File: config.mk
export PLATFORM = sky130hd
export DESIGN_NAME = osg_top
export DESIGN_NICKNAME = d
export VERILOG_FILES = /design/src/inc/osg_pkg.sv /design/src/core/osg_edge_latch.sv /design/src/core/osg_top.sv /design/src/core/osg_uv_guard.sv
export SDC_FILE = /design/constraint.sdc
export NUM_CORES = 1
export LEC_CHECK = 0
export BUFFER_PORTS_ARGS = -buffer_cell sky130_fd_sc_hd__buf_2
export CAP_MARGIN = 20
export CORE_MARGIN = 2
export CORE_UTILIZATION = 39
export DETAILED_ROUTE_END_ITERATION = 7
export PLACE_DENSITY = 0.64
export SYNTH_ARGS = -nofsm -noshare
export SYNTH_HDL_FRONTEND = slang
export SYNTH_SLANG_ARGS = --single-unit
File: constraint.sdc
create_clock -name mclk_i -period 8.3 [get_ports mclk_i]
set_input_delay 1.66 -clock mclk_i [delete_from_list [all_inputs] [get_ports mclk_i]]
set_output_delay 1.66 -clock mclk_i [all_outputs]
set_load 0.01 [all_outputs]
File: src/inc/osg_pkg.sv
// Constants, types and state records of the operation status event group
// How it works
// - Thirty-two bit alarm mask selects alarm sources
// - Read-only event register from condition and enable
// - Event bit sets only on rising condition
// - Reading events returns content then clears all; a rising edge in the read cycle still sets its bit
// - Bits 31-27, 22, 15, 14 never set
// - Bits 8/25/26: undervoltage armed AC/DC/mixed
// - Bit 24 shutdown active, bit 10 armed
// - Bit 23 interlock active, bit 9 armed
// - Bit 21 voltage foldback, bit 11 current foldback
// - Bit 13 current protection fault activated
// - Bit 12 analog voltage reference selected
// - Bit 20 only while table sequencer active
// - Bit 19 burst sequencer active or inactive
// - Bits 18/17/16 table/burst/stepper trigger wait
// - Bit 6 DC sequence running, bit 3 waiting
// - Bit 7 set under front-panel control
// - Bit 5 emergency stop armed, bit 4 autorun
// - Bit 2 when no enabled fault present
// - Threshold accepted only up to setpoint/1.05
// - Setpoints below threshold blocked in either arm state, arm 1 trips output
// - Enable mask gates conditions into events
// - No trip when threshold below 5% rating
package osg_pkg;

  // ------------------------------------------------------------
  // Register reset values and bit positions
  // ------------------------------------------------------------
  localparam logic [31:0] ALARM_MASK_RST = 32'h0000_0000;
  localparam logic [31:0] OP_ENABLE_RST  = 32'h0000_0000;
  localparam logic [31:0] EVENT_RST      = 32'h0000_0000;
  localparam logic [31:0] USED_BITS      = 32'h07bf_3fff;
  localparam int BIT_CV        = 0;
  localparam int BIT_CC        = 1;
  localparam int BIT_NOFAULT   = 2;
  localparam int BIT_DCSEQ_TW  = 3;
  localparam int BIT_AUTORUN   = 4;
  localparam int BIT_ESTOP     = 5;
  localparam int BIT_DCSEQ_RUN = 6;
  localparam int BIT_LOCAL     = 7;
  localparam int BIT_UV_AC     = 8;
  localparam int BIT_ILK_ARM   = 9;
  localparam int BIT_SHD_ARM   = 10;
  localparam int BIT_CFB       = 11;
  localparam int BIT_AVREF     = 12;
  localparam int BIT_CPT       = 13;
  localparam int BIT_STEP_TW   = 16;
  localparam int BIT_BURST_TW  = 17;
  localparam int BIT_TABLE_TW  = 18;
  localparam int BIT_BURST_RUN = 19;
  localparam int BIT_TABLE_RUN = 20;
  localparam int BIT_VFB       = 21;
  localparam int BIT_ILK_ACT   = 23;
  localparam int BIT_SHD_ACT   = 24;
  localparam int BIT_UV_DC     = 25;
  localparam int BIT_UV_MIX    = 26;

  // ------------------------------------------------------------
  // Undervoltage scaling (volts in tenths)
  // ------------------------------------------------------------
  localparam int VOLT_W = 16;
  localparam logic [31:0] RATED_VOLT   = 32'h0000_0dac;
  localparam logic [31:0] SP_DIV_NUM   = 32'h0000_0069;
  localparam logic [31:0] SP_DIV_DEN   = 32'h0000_0064;
  localparam logic [31:0] MIN_PCT      = 32'h0000_0005;
  localparam logic [31:0] PCT_FULL     = 32'h0000_0064;
  localparam logic [VOLT_W-1:0] UV_THR_RST = 16'h0000;

  // ------------------------------------------------------------
  // Types
  // ------------------------------------------------------------
  typedef enum logic [3:0] {
    OP_NOP, OP_WR_ALARM, OP_RD_ALARM, OP_WR_ENABLE, OP_RD_ENABLE, OP_RD_EVENT,
    OP_RD_COND, OP_WR_UV_LEVEL, OP_RD_UV_LEVEL, OP_WR_UV_STATE, OP_RD_UV_STATE
  } osg_op_e;
  typedef enum logic [1:0] {MODE_AC, MODE_DC, MODE_MIXED} osg_mode_e;
  typedef enum logic [1:0] {SEQ_IDLE, SEQ_ACTIVE, SEQ_INACTIVE} osg_seq_e;

  typedef struct packed {
    logic      cv;
    logic      cc;
    logic      dc_sequence_trigger_wait;
    logic      autorun_armed;
    logic      estop_armed;
    logic      dc_sequence_running;
    logic      front_panel_mode;
    logic      interlock_armed;
    logic      ext_shutdown_armed;
    logic      current_foldback_on;
    logic      analog_voltage_reference;
    logic      current_protection_tripped;
    logic      stepper_trigger_wait;
    logic      burst_trigger_wait;
    logic      table_trigger_wait;
    osg_seq_e  burst_state;
    osg_seq_e  table_state;
    logic      voltage_foldback_on;
  } osg_status_s;

  typedef struct packed {
    logic [31:0] prev;
    logic [31:0] evt;
  } osg_latch_s;

  typedef struct packed {
    logic [VOLT_W-1:0] thr_ac;
    logic [VOLT_W-1:0] thr_dc;
    logic [VOLT_W-1:0] thr_mixed;
    logic              arm_ac;
    logic              arm_dc;
    logic              arm_mixed;
    logic              trip;
    logic              block;
  } osg_uv_s;

  typedef struct packed {
    logic [1:0]  sync1;
    logic [1:0]  sync2;
    logic [31:0] alarm_mask;
    logic [31:0] op_enable;
    logic        resp_valid;
    logic        resp_err;
    logic [31:0] resp_data;
    logic        alarm;
  } osg_top_s;

endpackage : osg_pkg

File: src/core/osg_edge_latch.sv
// Rising-edge event latch with clear on read
`timescale 1ns/1ps
module osg_edge_latch (
  input  wire logic        mclk_i,
  input  wire logic        rst_i,
  input  wire logic [31:0] cond_i,
  input  wire logic [31:0] enable_i,
  input  wire logic        clear_i,
  output logic      [31:0] event_o
);
  osg_pkg::osg_latch_s st_r;
  osg_pkg::osg_latch_s st_nxt;
  logic [31:0]         rise;

  // ------------------------------------------------------------
  // Per-bit edge detect
  // ------------------------------------------------------------
  genvar i;
  generate
    for (i = 0; i < 32; i++) begin : g_bit
      assign rise[i] = cond_i[i] & ~st_r.prev[i] & enable_i[i] & osg_pkg::USED_BITS[i];
    end
  endgenerate

  always_comb begin
    st_nxt      = st_r;
    st_nxt.prev = cond_i;
    // Set after clear so a coinciding edge survives the read
    st_nxt.evt  = (clear_i ? osg_pkg::EVENT_RST : st_r.evt) | rise;
  end

  always_ff @(posedge mclk_i or posedge rst_i) begin
    if (rst_i) begin
      st_r <= '0;
    end else begin
      st_r <= st_nxt;
    end
  end

  assign event_o = st_r.evt;
endmodule : osg_edge_latch

File: src/core/osg_top.sv
// Operation status event group: condition assembly, event latch, alarm and command port
`timescale 1ns/1ps
module osg_top (
  input  wire logic                       mclk_i,
  input  wire logic                       rst_i,
  // Operating state from the instrument's own logic
  input  osg_pkg::osg_status_s            status_i,
  input  wire logic [31:0]                fault_cond_i,
  input  wire logic [31:0]                fault_enable_i,
  input  osg_pkg::osg_mode_e              mode_i,
  input  wire logic [osg_pkg::VOLT_W-1:0] setpoint_i,
  input  wire logic [osg_pkg::VOLT_W-1:0] measured_i,
  // Rear-panel pins, asynchronous
  input  wire logic                       ext_shutdown_pin_i,
  input  wire logic                       interlock_pin_i,
  // Decoded host command
  input  wire logic                       cmd_valid_i,
  input  osg_pkg::osg_op_e                cmd_op_i,
  input  osg_pkg::osg_mode_e              cmd_sel_i,
  input  wire logic [31:0]                cmd_data_i,
  output logic                            resp_valid_o,
  output logic                            resp_err_o,
  output logic [31:0]                     resp_data_o,
  // Protection outputs
  output logic                            alarm_o,
  output logic                            undervoltage_trip_o,
  output logic                            setpoint_block_o
);

  // ------------------------------------------------------------
  // State
  // ------------------------------------------------------------
  osg_pkg::osg_top_s st_r;
  osg_pkg::osg_top_s st_nxt;
  osg_pkg::osg_uv_s  uv_st;
  logic [31:0]       cond;
  logic [31:0]       event_bits;
  logic              ev_clear;
  logic              uv_wr_level;
  logic              uv_wr_state;
  logic              uv_level_ok;
  logic              ext_shutdown_active;
  logic              interlock_active;
  logic              no_fault_flag;

  // ------------------------------------------------------------
  // Pin synchronisers
  // ------------------------------------------------------------
  // Second stage only feeds logic; first stage is read by nothing else
  assign ext_shutdown_active = st_r.sync2[0];
  assign interlock_active    = st_r.sync2[1];

  // ------------------------------------------------------------
  // Command strobes
  // ------------------------------------------------------------
  assign ev_clear    = cmd_valid_i && (cmd_op_i == osg_pkg::OP_RD_EVENT);
  assign uv_wr_level = cmd_valid_i && (cmd_op_i == osg_pkg::OP_WR_UV_LEVEL);
  assign uv_wr_state = cmd_valid_i && (cmd_op_i == osg_pkg::OP_WR_UV_STATE);

  // ------------------------------------------------------------
  // Condition assembly
  // ------------------------------------------------------------
  assign no_fault_flag = ~|(fault_cond_i & fault_enable_i);

  always_comb begin
    cond = '0;
    cond[osg_pkg::BIT_CV]        = status_i.cv;
    cond[osg_pkg::BIT_CC]        = status_i.cc;
    cond[osg_pkg::BIT_NOFAULT]   = no_fault_flag;
    cond[osg_pkg::BIT_DCSEQ_TW]  = status_i.dc_sequence_trigger_wait;
    cond[osg_pkg::BIT_AUTORUN]   = status_i.autorun_armed;
    cond[osg_pkg::BIT_ESTOP]     = status_i.estop_armed;
    cond[osg_pkg::BIT_DCSEQ_RUN] = status_i.dc_sequence_running;
    cond[osg_pkg::BIT_LOCAL]     = status_i.front_panel_mode;
    cond[osg_pkg::BIT_UV_AC]     = uv_st.arm_ac;
    cond[osg_pkg::BIT_ILK_ARM]   = status_i.interlock_armed;
    cond[osg_pkg::BIT_SHD_ARM]   = status_i.ext_shutdown_armed;
    cond[osg_pkg::BIT_CFB]       = status_i.current_foldback_on;
    cond[osg_pkg::BIT_AVREF]     = status_i.analog_voltage_reference;
    cond[osg_pkg::BIT_CPT]       = status_i.current_protection_tripped;
    cond[osg_pkg::BIT_STEP_TW]   = status_i.stepper_trigger_wait;
    cond[osg_pkg::BIT_BURST_TW]  = status_i.burst_trigger_wait;
    cond[osg_pkg::BIT_TABLE_TW]  = status_i.table_trigger_wait;
    cond[osg_pkg::BIT_BURST_RUN] = (status_i.burst_state == osg_pkg::SEQ_ACTIVE) ||
                                   (status_i.burst_state == osg_pkg::SEQ_INACTIVE);
    cond[osg_pkg::BIT_TABLE_RUN] = status_i.table_state == osg_pkg::SEQ_ACTIVE;
    cond[osg_pkg::BIT_VFB]       = status_i.voltage_foldback_on;
    // Shutdown only counts while the function is armed
    cond[osg_pkg::BIT_ILK_ACT]   = interlock_active && status_i.interlock_armed;
    cond[osg_pkg::BIT_SHD_ACT]   = ext_shutdown_active && status_i.ext_shutdown_armed;
    cond[osg_pkg::BIT_UV_DC]     = uv_st.arm_dc;
    cond[osg_pkg::BIT_UV_MIX]    = uv_st.arm_mixed;
    cond = cond & osg_pkg::USED_BITS;
  end

  // ------------------------------------------------------------
  // Submodules
  // ------------------------------------------------------------
  osg_edge_latch u_latch (
    .mclk_i   (mclk_i),
    .rst_i    (rst_i),
    .cond_i   (cond),
    .enable_i (st_r.op_enable),
    .clear_i  (ev_clear),
    .event_o  (event_bits)
  );

  osg_uv_guard u_uv (
    .mclk_i     (mclk_i),
    .rst_i      (rst_i),
    .mode_i     (mode_i),
    .setpoint_i (setpoint_i),
    .measured_i (measured_i),
    .wr_level_i (uv_wr_level),
    .wr_state_i (uv_wr_state),
    .sel_i      (cmd_sel_i),
    .data_i     (cmd_data_i[osg_pkg::VOLT_W-1:0]),
    .level_ok_o (uv_level_ok),
    .state_o    (uv_st)
  );

  // ------------------------------------------------------------
  // Command decode and next state
  // ------------------------------------------------------------
  always_comb begin
    st_nxt            = st_r;
    st_nxt.sync1      = {interlock_pin_i, ext_shutdown_pin_i};
    st_nxt.sync2      = st_r.sync1;
    st_nxt.resp_valid = cmd_valid_i;
    st_nxt.resp_err   = 1'b0;
    // Alarm sources are the live conditions and the latched events
    st_nxt.alarm      = |(st_r.alarm_mask & (cond | event_bits));
    if (cmd_valid_i) begin
      st_nxt.resp_data = '0;
      unique case (cmd_op_i)
        osg_pkg::OP_NOP: begin
          st_nxt.resp_data = '0;
        end
        osg_pkg::OP_WR_ALARM: begin
          st_nxt.alarm_mask = cmd_data_i;
        end
        osg_pkg::OP_RD_ALARM: begin
          st_nxt.resp_data = st_r.alarm_mask;
        end
        osg_pkg::OP_WR_ENABLE: begin
          st_nxt.op_enable = cmd_data_i;
        end
        osg_pkg::OP_RD_ENABLE: begin
          st_nxt.resp_data = st_r.op_enable;
        end
        osg_pkg::OP_RD_EVENT: begin
          // Snapshot before clear; no write path exists for this register
          st_nxt.resp_data = event_bits;
        end
        osg_pkg::OP_RD_COND: begin
          st_nxt.resp_data = cond;
        end
        osg_pkg::OP_WR_UV_LEVEL: begin
          st_nxt.resp_err = !uv_level_ok;
        end
        osg_pkg::OP_RD_UV_LEVEL: begin
          unique case (cmd_sel_i)
            osg_pkg::MODE_AC: st_nxt.resp_data = 32'(uv_st.thr_ac);
            osg_pkg::MODE_DC: st_nxt.resp_data = 32'(uv_st.thr_dc);
            default:          st_nxt.resp_data = 32'(uv_st.thr_mixed);
          endcase
        end
        osg_pkg::OP_WR_UV_STATE: begin
          st_nxt.resp_data = '0;
        end
        osg_pkg::OP_RD_UV_STATE: begin
          unique case (cmd_sel_i)
            osg_pkg::MODE_AC: st_nxt.resp_data = 32'(uv_st.arm_ac);
            osg_pkg::MODE_DC: st_nxt.resp_data = 32'(uv_st.arm_dc);
            default:          st_nxt.resp_data = 32'(uv_st.arm_mixed);
          endcase
        end
        default: begin
          // Undefined opcodes are answered with an error and change nothing
          st_nxt.resp_err = 1'b1;
        end
      endcase
    end
  end

  // ------------------------------------------------------------
  // Registers
  // ------------------------------------------------------------
  always_ff @(posedge mclk_i or posedge rst_i) begin
    if (rst_i) begin
      st_r            <= '0;
      st_r.alarm_mask <= osg_pkg::ALARM_MASK_RST;
      st_r.op_enable  <= osg_pkg::OP_ENABLE_RST;
    end else begin
      st_r <= st_nxt;
    end
  end

  // ------------------------------------------------------------
  // Outputs
  // ------------------------------------------------------------
  assign resp_valid_o        = st_r.resp_valid;
  assign resp_err_o          = st_r.resp_err;
  assign resp_data_o         = st_r.resp_data;
  assign alarm_o             = st_r.alarm;
  assign undervoltage_trip_o = uv_st.trip;
  assign setpoint_block_o    = uv_st.block;

endmodule : osg_top

File: src/core/osg_uv_guard.sv
// Undervoltage threshold, arm state and trip decision
`timescale 1ns/1ps
module osg_uv_guard (
  input  wire logic                       mclk_i,
  input  wire logic                       rst_i,
  input  osg_pkg::osg_mode_e              mode_i,
  input  wire logic [osg_pkg::VOLT_W-1:0] setpoint_i,
  input  wire logic [osg_pkg::VOLT_W-1:0] measured_i,
  input  wire logic                       wr_level_i,
  input  wire logic                       wr_state_i,
  input  osg_pkg::osg_mode_e              sel_i,
  input  wire logic [osg_pkg::VOLT_W-1:0] data_i,
  output logic                            level_ok_o,
  output osg_pkg::osg_uv_s                state_o
);
  osg_pkg::osg_uv_s  st_r;
  osg_pkg::osg_uv_s  st_nxt;
  localparam int VW = osg_pkg::VOLT_W;
  logic [VW-1:0]     thr_now;
  logic              arm_now;
  logic              inhibit;

  // Threshold no higher than setpoint / 1.05, done as integer cross-multiply
  assign level_ok_o = (32'(data_i) * osg_pkg::SP_DIV_NUM) <= (32'(setpoint_i) * osg_pkg::SP_DIV_DEN);

  always_comb begin
    unique case (mode_i)
      osg_pkg::MODE_AC: begin
        thr_now = st_r.thr_ac;
        arm_now = st_r.arm_ac;
      end
      osg_pkg::MODE_DC: begin
        thr_now = st_r.thr_dc;
        arm_now = st_r.arm_dc;
      end
      default: begin
        thr_now = st_r.thr_mixed;
        arm_now = st_r.arm_mixed;
      end
    endcase
  end

  assign inhibit = (32'(thr_now) * osg_pkg::PCT_FULL) < (osg_pkg::RATED_VOLT * osg_pkg::MIN_PCT);

  always_comb begin
    st_nxt = st_r;
    if (wr_level_i && level_ok_o) begin
      unique case (sel_i)
        osg_pkg::MODE_AC: st_nxt.thr_ac = data_i;
        osg_pkg::MODE_DC: st_nxt.thr_dc = data_i;
        default:          st_nxt.thr_mixed = data_i;
      endcase
    end
    if (wr_state_i) begin
      unique case (sel_i)
        osg_pkg::MODE_AC: st_nxt.arm_ac = data_i[0];
        osg_pkg::MODE_DC: st_nxt.arm_dc = data_i[0];
        default:          st_nxt.arm_mixed = data_i[0];
      endcase
    end
    st_nxt.block = setpoint_i < thr_now;
    st_nxt.trip  = arm_now && !inhibit && (measured_i <= thr_now);
  end

  always_ff @(posedge mclk_i or posedge rst_i) begin
    if (rst_i) begin
      st_r <= '0;
    end else begin
      st_r <= st_nxt;
    end
  end

  assign state_o = st_r;
endmodule : osg_uv_guard

==> results.sh <==
export IMPL_grt_pass1_wl_um=65900
export IMPL_holdCritStartpoint="st_nxt[100]"
export IMPL_max_freq_ghz=0.146
export IMPL_final_max_slew_viol_count=0
export IMPL_cts_max_level=1
export IMPL_ir_drop_mv=0.129
export IMPL_power_mw=4.88
export IMPL_drtAntennaViolNets=0
export IMPL_track_usage_pct=19.9
export IMPL_critPathMaxFanout=16
export IMPL_skew_ns=0.0205
export IMPL_p_switching_mw=1.98
export IMPL_r2r_start="u_uv.state_o[40]"
export IMPL_grt_pass1_vias=12400
export IMPL_avgSynthCellArea_um2=9.95
export IMPL_hold_end="interlock_active"
export IMPL_critPathKind="in -> reg"
export IMPL_hold_violations=0
export IMPL_overflow=0
export IMPL_dp_hpwl_um=32100
export IMPL_combPwrFrac_pct=51.2
export IMPL_cts_made_buffers=21
export IMPL_synthCells=1569
export IMPL_cts_root_buf="clkbuf_16"
export IMPL_clockBufferDepth=3
export IMPL_finalCriticalPeriod_ns=6.86
export IMPL_outcome="complete, no violations"
export IMPL_setup_tns_ns=0
export IMPL_totalWireLength_um=41700
export IMPL_synth_cell_types=68
export IMPL_min_path_cells=0
export IMPL_met1_usage_pct=27.5
export IMPL_fp_coreArea_um2=39600
export IMPL_drc=0
export IMPL_utilization_pct=44.8
export IMPL_layout_common_cells="ha_1 (220), dfrtp_1 (204), buf_2 (197)"
export IMPL_cp_arrival_ns=7.23
export IMPL_synth_area_mux_share_pct=10.2
export IMPL_antenna_found_initial=5
export IMPL_post_synth_and_or_nand_nor_area_fraction_pct=8.88
export IMPL_dp_cells=2227
export IMPL_p_leak_nw=8.92
export IMPL_synth_seq_cells=204
export IMPL_placed_area_um2=17000
export IMPL_tightest_slew_ns=1.11
export IMPL_die_h_um=204
export IMPL_drt_iter0_drc=927
export IMPL_swShare_pct=40.6
export IMPL_cp_start_kind="input port"
export IMPL_io_buffers=197
export IMPL_r2r_slack_ns=3.43
export IMPL_ff2ff_path_depth=16
export IMPL_synthAdderAreaFrac_pct=23.3
export IMPL_rows=73
export IMPL_cp_data_required_time_ns=8.67
export IMPL_async_flop_share_pct=100
export IMPL_end_kind="flip-flop"
export IMPL_timing_rr_end="u_uv.state_o[1]"
export IMPL_period_share_pct=82.7
export IMPL_initial_core_util_pct=39.4
export IMPL_design_area_um2=17700
export IMPL_routedWlPerCell_um=18.4
export IMPL_drive_gt1_share_pct=21.1
export IMPL_synth_edf_count=0
export IMPL_syn_nets=1994
export IMPL_hold_class="reg -> reg"
export IMPL_drt_pass1_iterations=6
export IMPL_die_w_um=204
export IMPL_postCtsSetupRepairBufs=0
export IMPL_p_int_mw=2.90
export IMPL_clock_latency_ns=0.50
export IMPL_syn_area_um2=15600
export IMPL_via_count=12400
export IMPL_pwr_share_clk_pct=20.5
export IMPL_layout_commonest_cell="ha_1"
export IMPL_io_pins=198
export IMPL_area_growth_pct=13.6
export IMPL_synth_main_ff_cell="dfrtp_1"
export IMPL_avgViaCountPerCell=5.44
export IMPL_grt_max_degree=70
export IMPL_p_per_area_nw_per_um2=275
export IMPL_synth_top_family_by_area="adder cells"
export IMPL_maxSlewHeadroom_pct=25.9
export IMPL_cts_resized=0
export IMPL_cts_hold_buffers=0
export IMPL_place_gp_congestion=0.845
export IMPL_path_clk_slew_ns=0.06
export IMPL_fin_nets=2151
export IMPL_use_met2_pct=33.8
export IMPL_grtUsageMet3_pct=1.45
export IMPL_synth_compound_area_share_pct=15.9
export IMPL_rsz0062_at_grt="false"
export IMPL_synth_seq_area_share_pct=32.7
export IMPL_grt_busiest_layer="met2"
export IMPL_cap_violations=0
export IMPL_clkSinkCount=204
export IMPL_power_frac_seq_pct=28.4
export IMPL_setup_violations=0
export IMPL_instances_no_fill=2270
export IMPL_synth_warnings=0
export IMPL_die_area_um2=41700
export IMPL_synthXorXnorAreaFrac_pct=2.08
export IMPL_cts_tree="built"
flip-flops by register name, indices dropped and copies added (netlist names):
signal and count:
ext_shutdown_active 1, u_latch.event_o 24, resp_err_o 1, st_r 64
u_latch.st_r 24, resp_valid_o 1, interlock_active 1, alarm_o 1
st_nxt 2, resp_data_o 32, u_uv.state_o 53
layout make-up:
cell class	count	area (um2)
clock inverters	8	121
inverters	179	679
clock buffers	30	609
fillers	3844	21900
repair buffers	212	1120
well taps	525	657
multi-input cells	1108	9440
diodes	4	10.0
flip-flops and latches	204	5100
metrics by stage:
stage / setup slack [ns] / hold WS [ns]
floorplan: 1.07 / 0.331
global placement: 1.09 / 0.337
detailed placement: 0.945 / 0.342
CTS: 1.44 / 0.356
global route: 1.15 / 0.368
finish: 1.44 / 0.350
Yosys cell counts, types with 19 or more instances:
cell type | n | area share (%)
ha_1 | 220 | 18
dfrtp_1 | 204 | 33
inv_1 | 178 | 4.3
o21ai_0 | 114 | 3.7
nand2_1 | 112 | 2.7
mux2_2 | 103 | 7.4
a21oi_1 | 59 | 1.9
nor2_1 | 59 | 1.4
fa_1 | 44 | 5.6
mux2i_1 | 43 | 2.8
clkbuf_1 | 35 | 0.84
buf_4 | 33 | 1.6
a22oi_1 | 31 | 1.5
a21o_1 | 24 | 1.2
nor3_1 | 23 | 0.74
nand4_1 | 21 | 0.84
xnor2_1 | 20 | 1.1
a221oi_1 | 19 | 1.1
cells by family after synthesis:
family                   count (synthesis)
AO/OA/AOI/OAI                          370
AND/OR/NAND/NOR                        291
adder cells (fa/ha/maj)                264
buffers and inverters                  257
flip-flops                             204
multiplexers                           146
XOR/XNOR                                37
power groups by stage:
stage          registers, mW  logic, mW  clock network (mW)
2_1_floorplan           1.35       1.90                   0
3_3_place_gp            1.39       2.39                   0
3_5_place_dp            1.40       2.47                   0
4_1_cts                 1.38       2.50                1.01
5_1_grt                 1.41       2.85                1.05
6_report                1.39       2.50               0.999
metal layers:
layer	routed length, um	up-vias
met3	1690	55
met4	806	2
met5	16	-
met2	20400	299
li1	-	5892
met1	18800	6104
worst max-delay path, cell delays in order:
cell and delay, ns:
buf_2 0.26, ha_1 0.31, fa_1 0.46, ha_1 0.32, fa_1 0.47, ha_1 0.36, a21o_1 0.19, a21o_1 0.19
or3_1 0.33, o211a_1 0.21, o21a_1 0.18, o22ai_1 0.17, xnor2_1 0.15, ha_1 0.27, a21o_1 0.17, a21o_1 0.18
a21oi_1 0.14, o21ai_0 0.19, a211oi_2 0.39, o21ai_2 0.10, buf_4 0.23, mux2_2 0.30
how the worst max path moves through the flow:
| stage | startpoint | end | slack (ns) | depth (start not counted) |
|---|---|---|---|---|
| after floorplan | rst_i | alarm_o | 1.07 | 1 |
| after global placement | cmd_data_i[7] | u_uv.state_o[9] | 1.09 | 22 |
| after detailed placement | cmd_data_i[7] | u_uv.state_o[25] | 0.95 | 22 |
| after CTS | cmd_data_i[7] | u_uv.state_o[37] | 1.44 | 22 |
| after global routing | cmd_data_i[1] | u_uv.state_o[31] | 1.15 | 24 |
| final | cmd_data_i[7] | u_uv.state_o[5] | 1.44 | 22 |
Power figures use the tool's default switching activity.
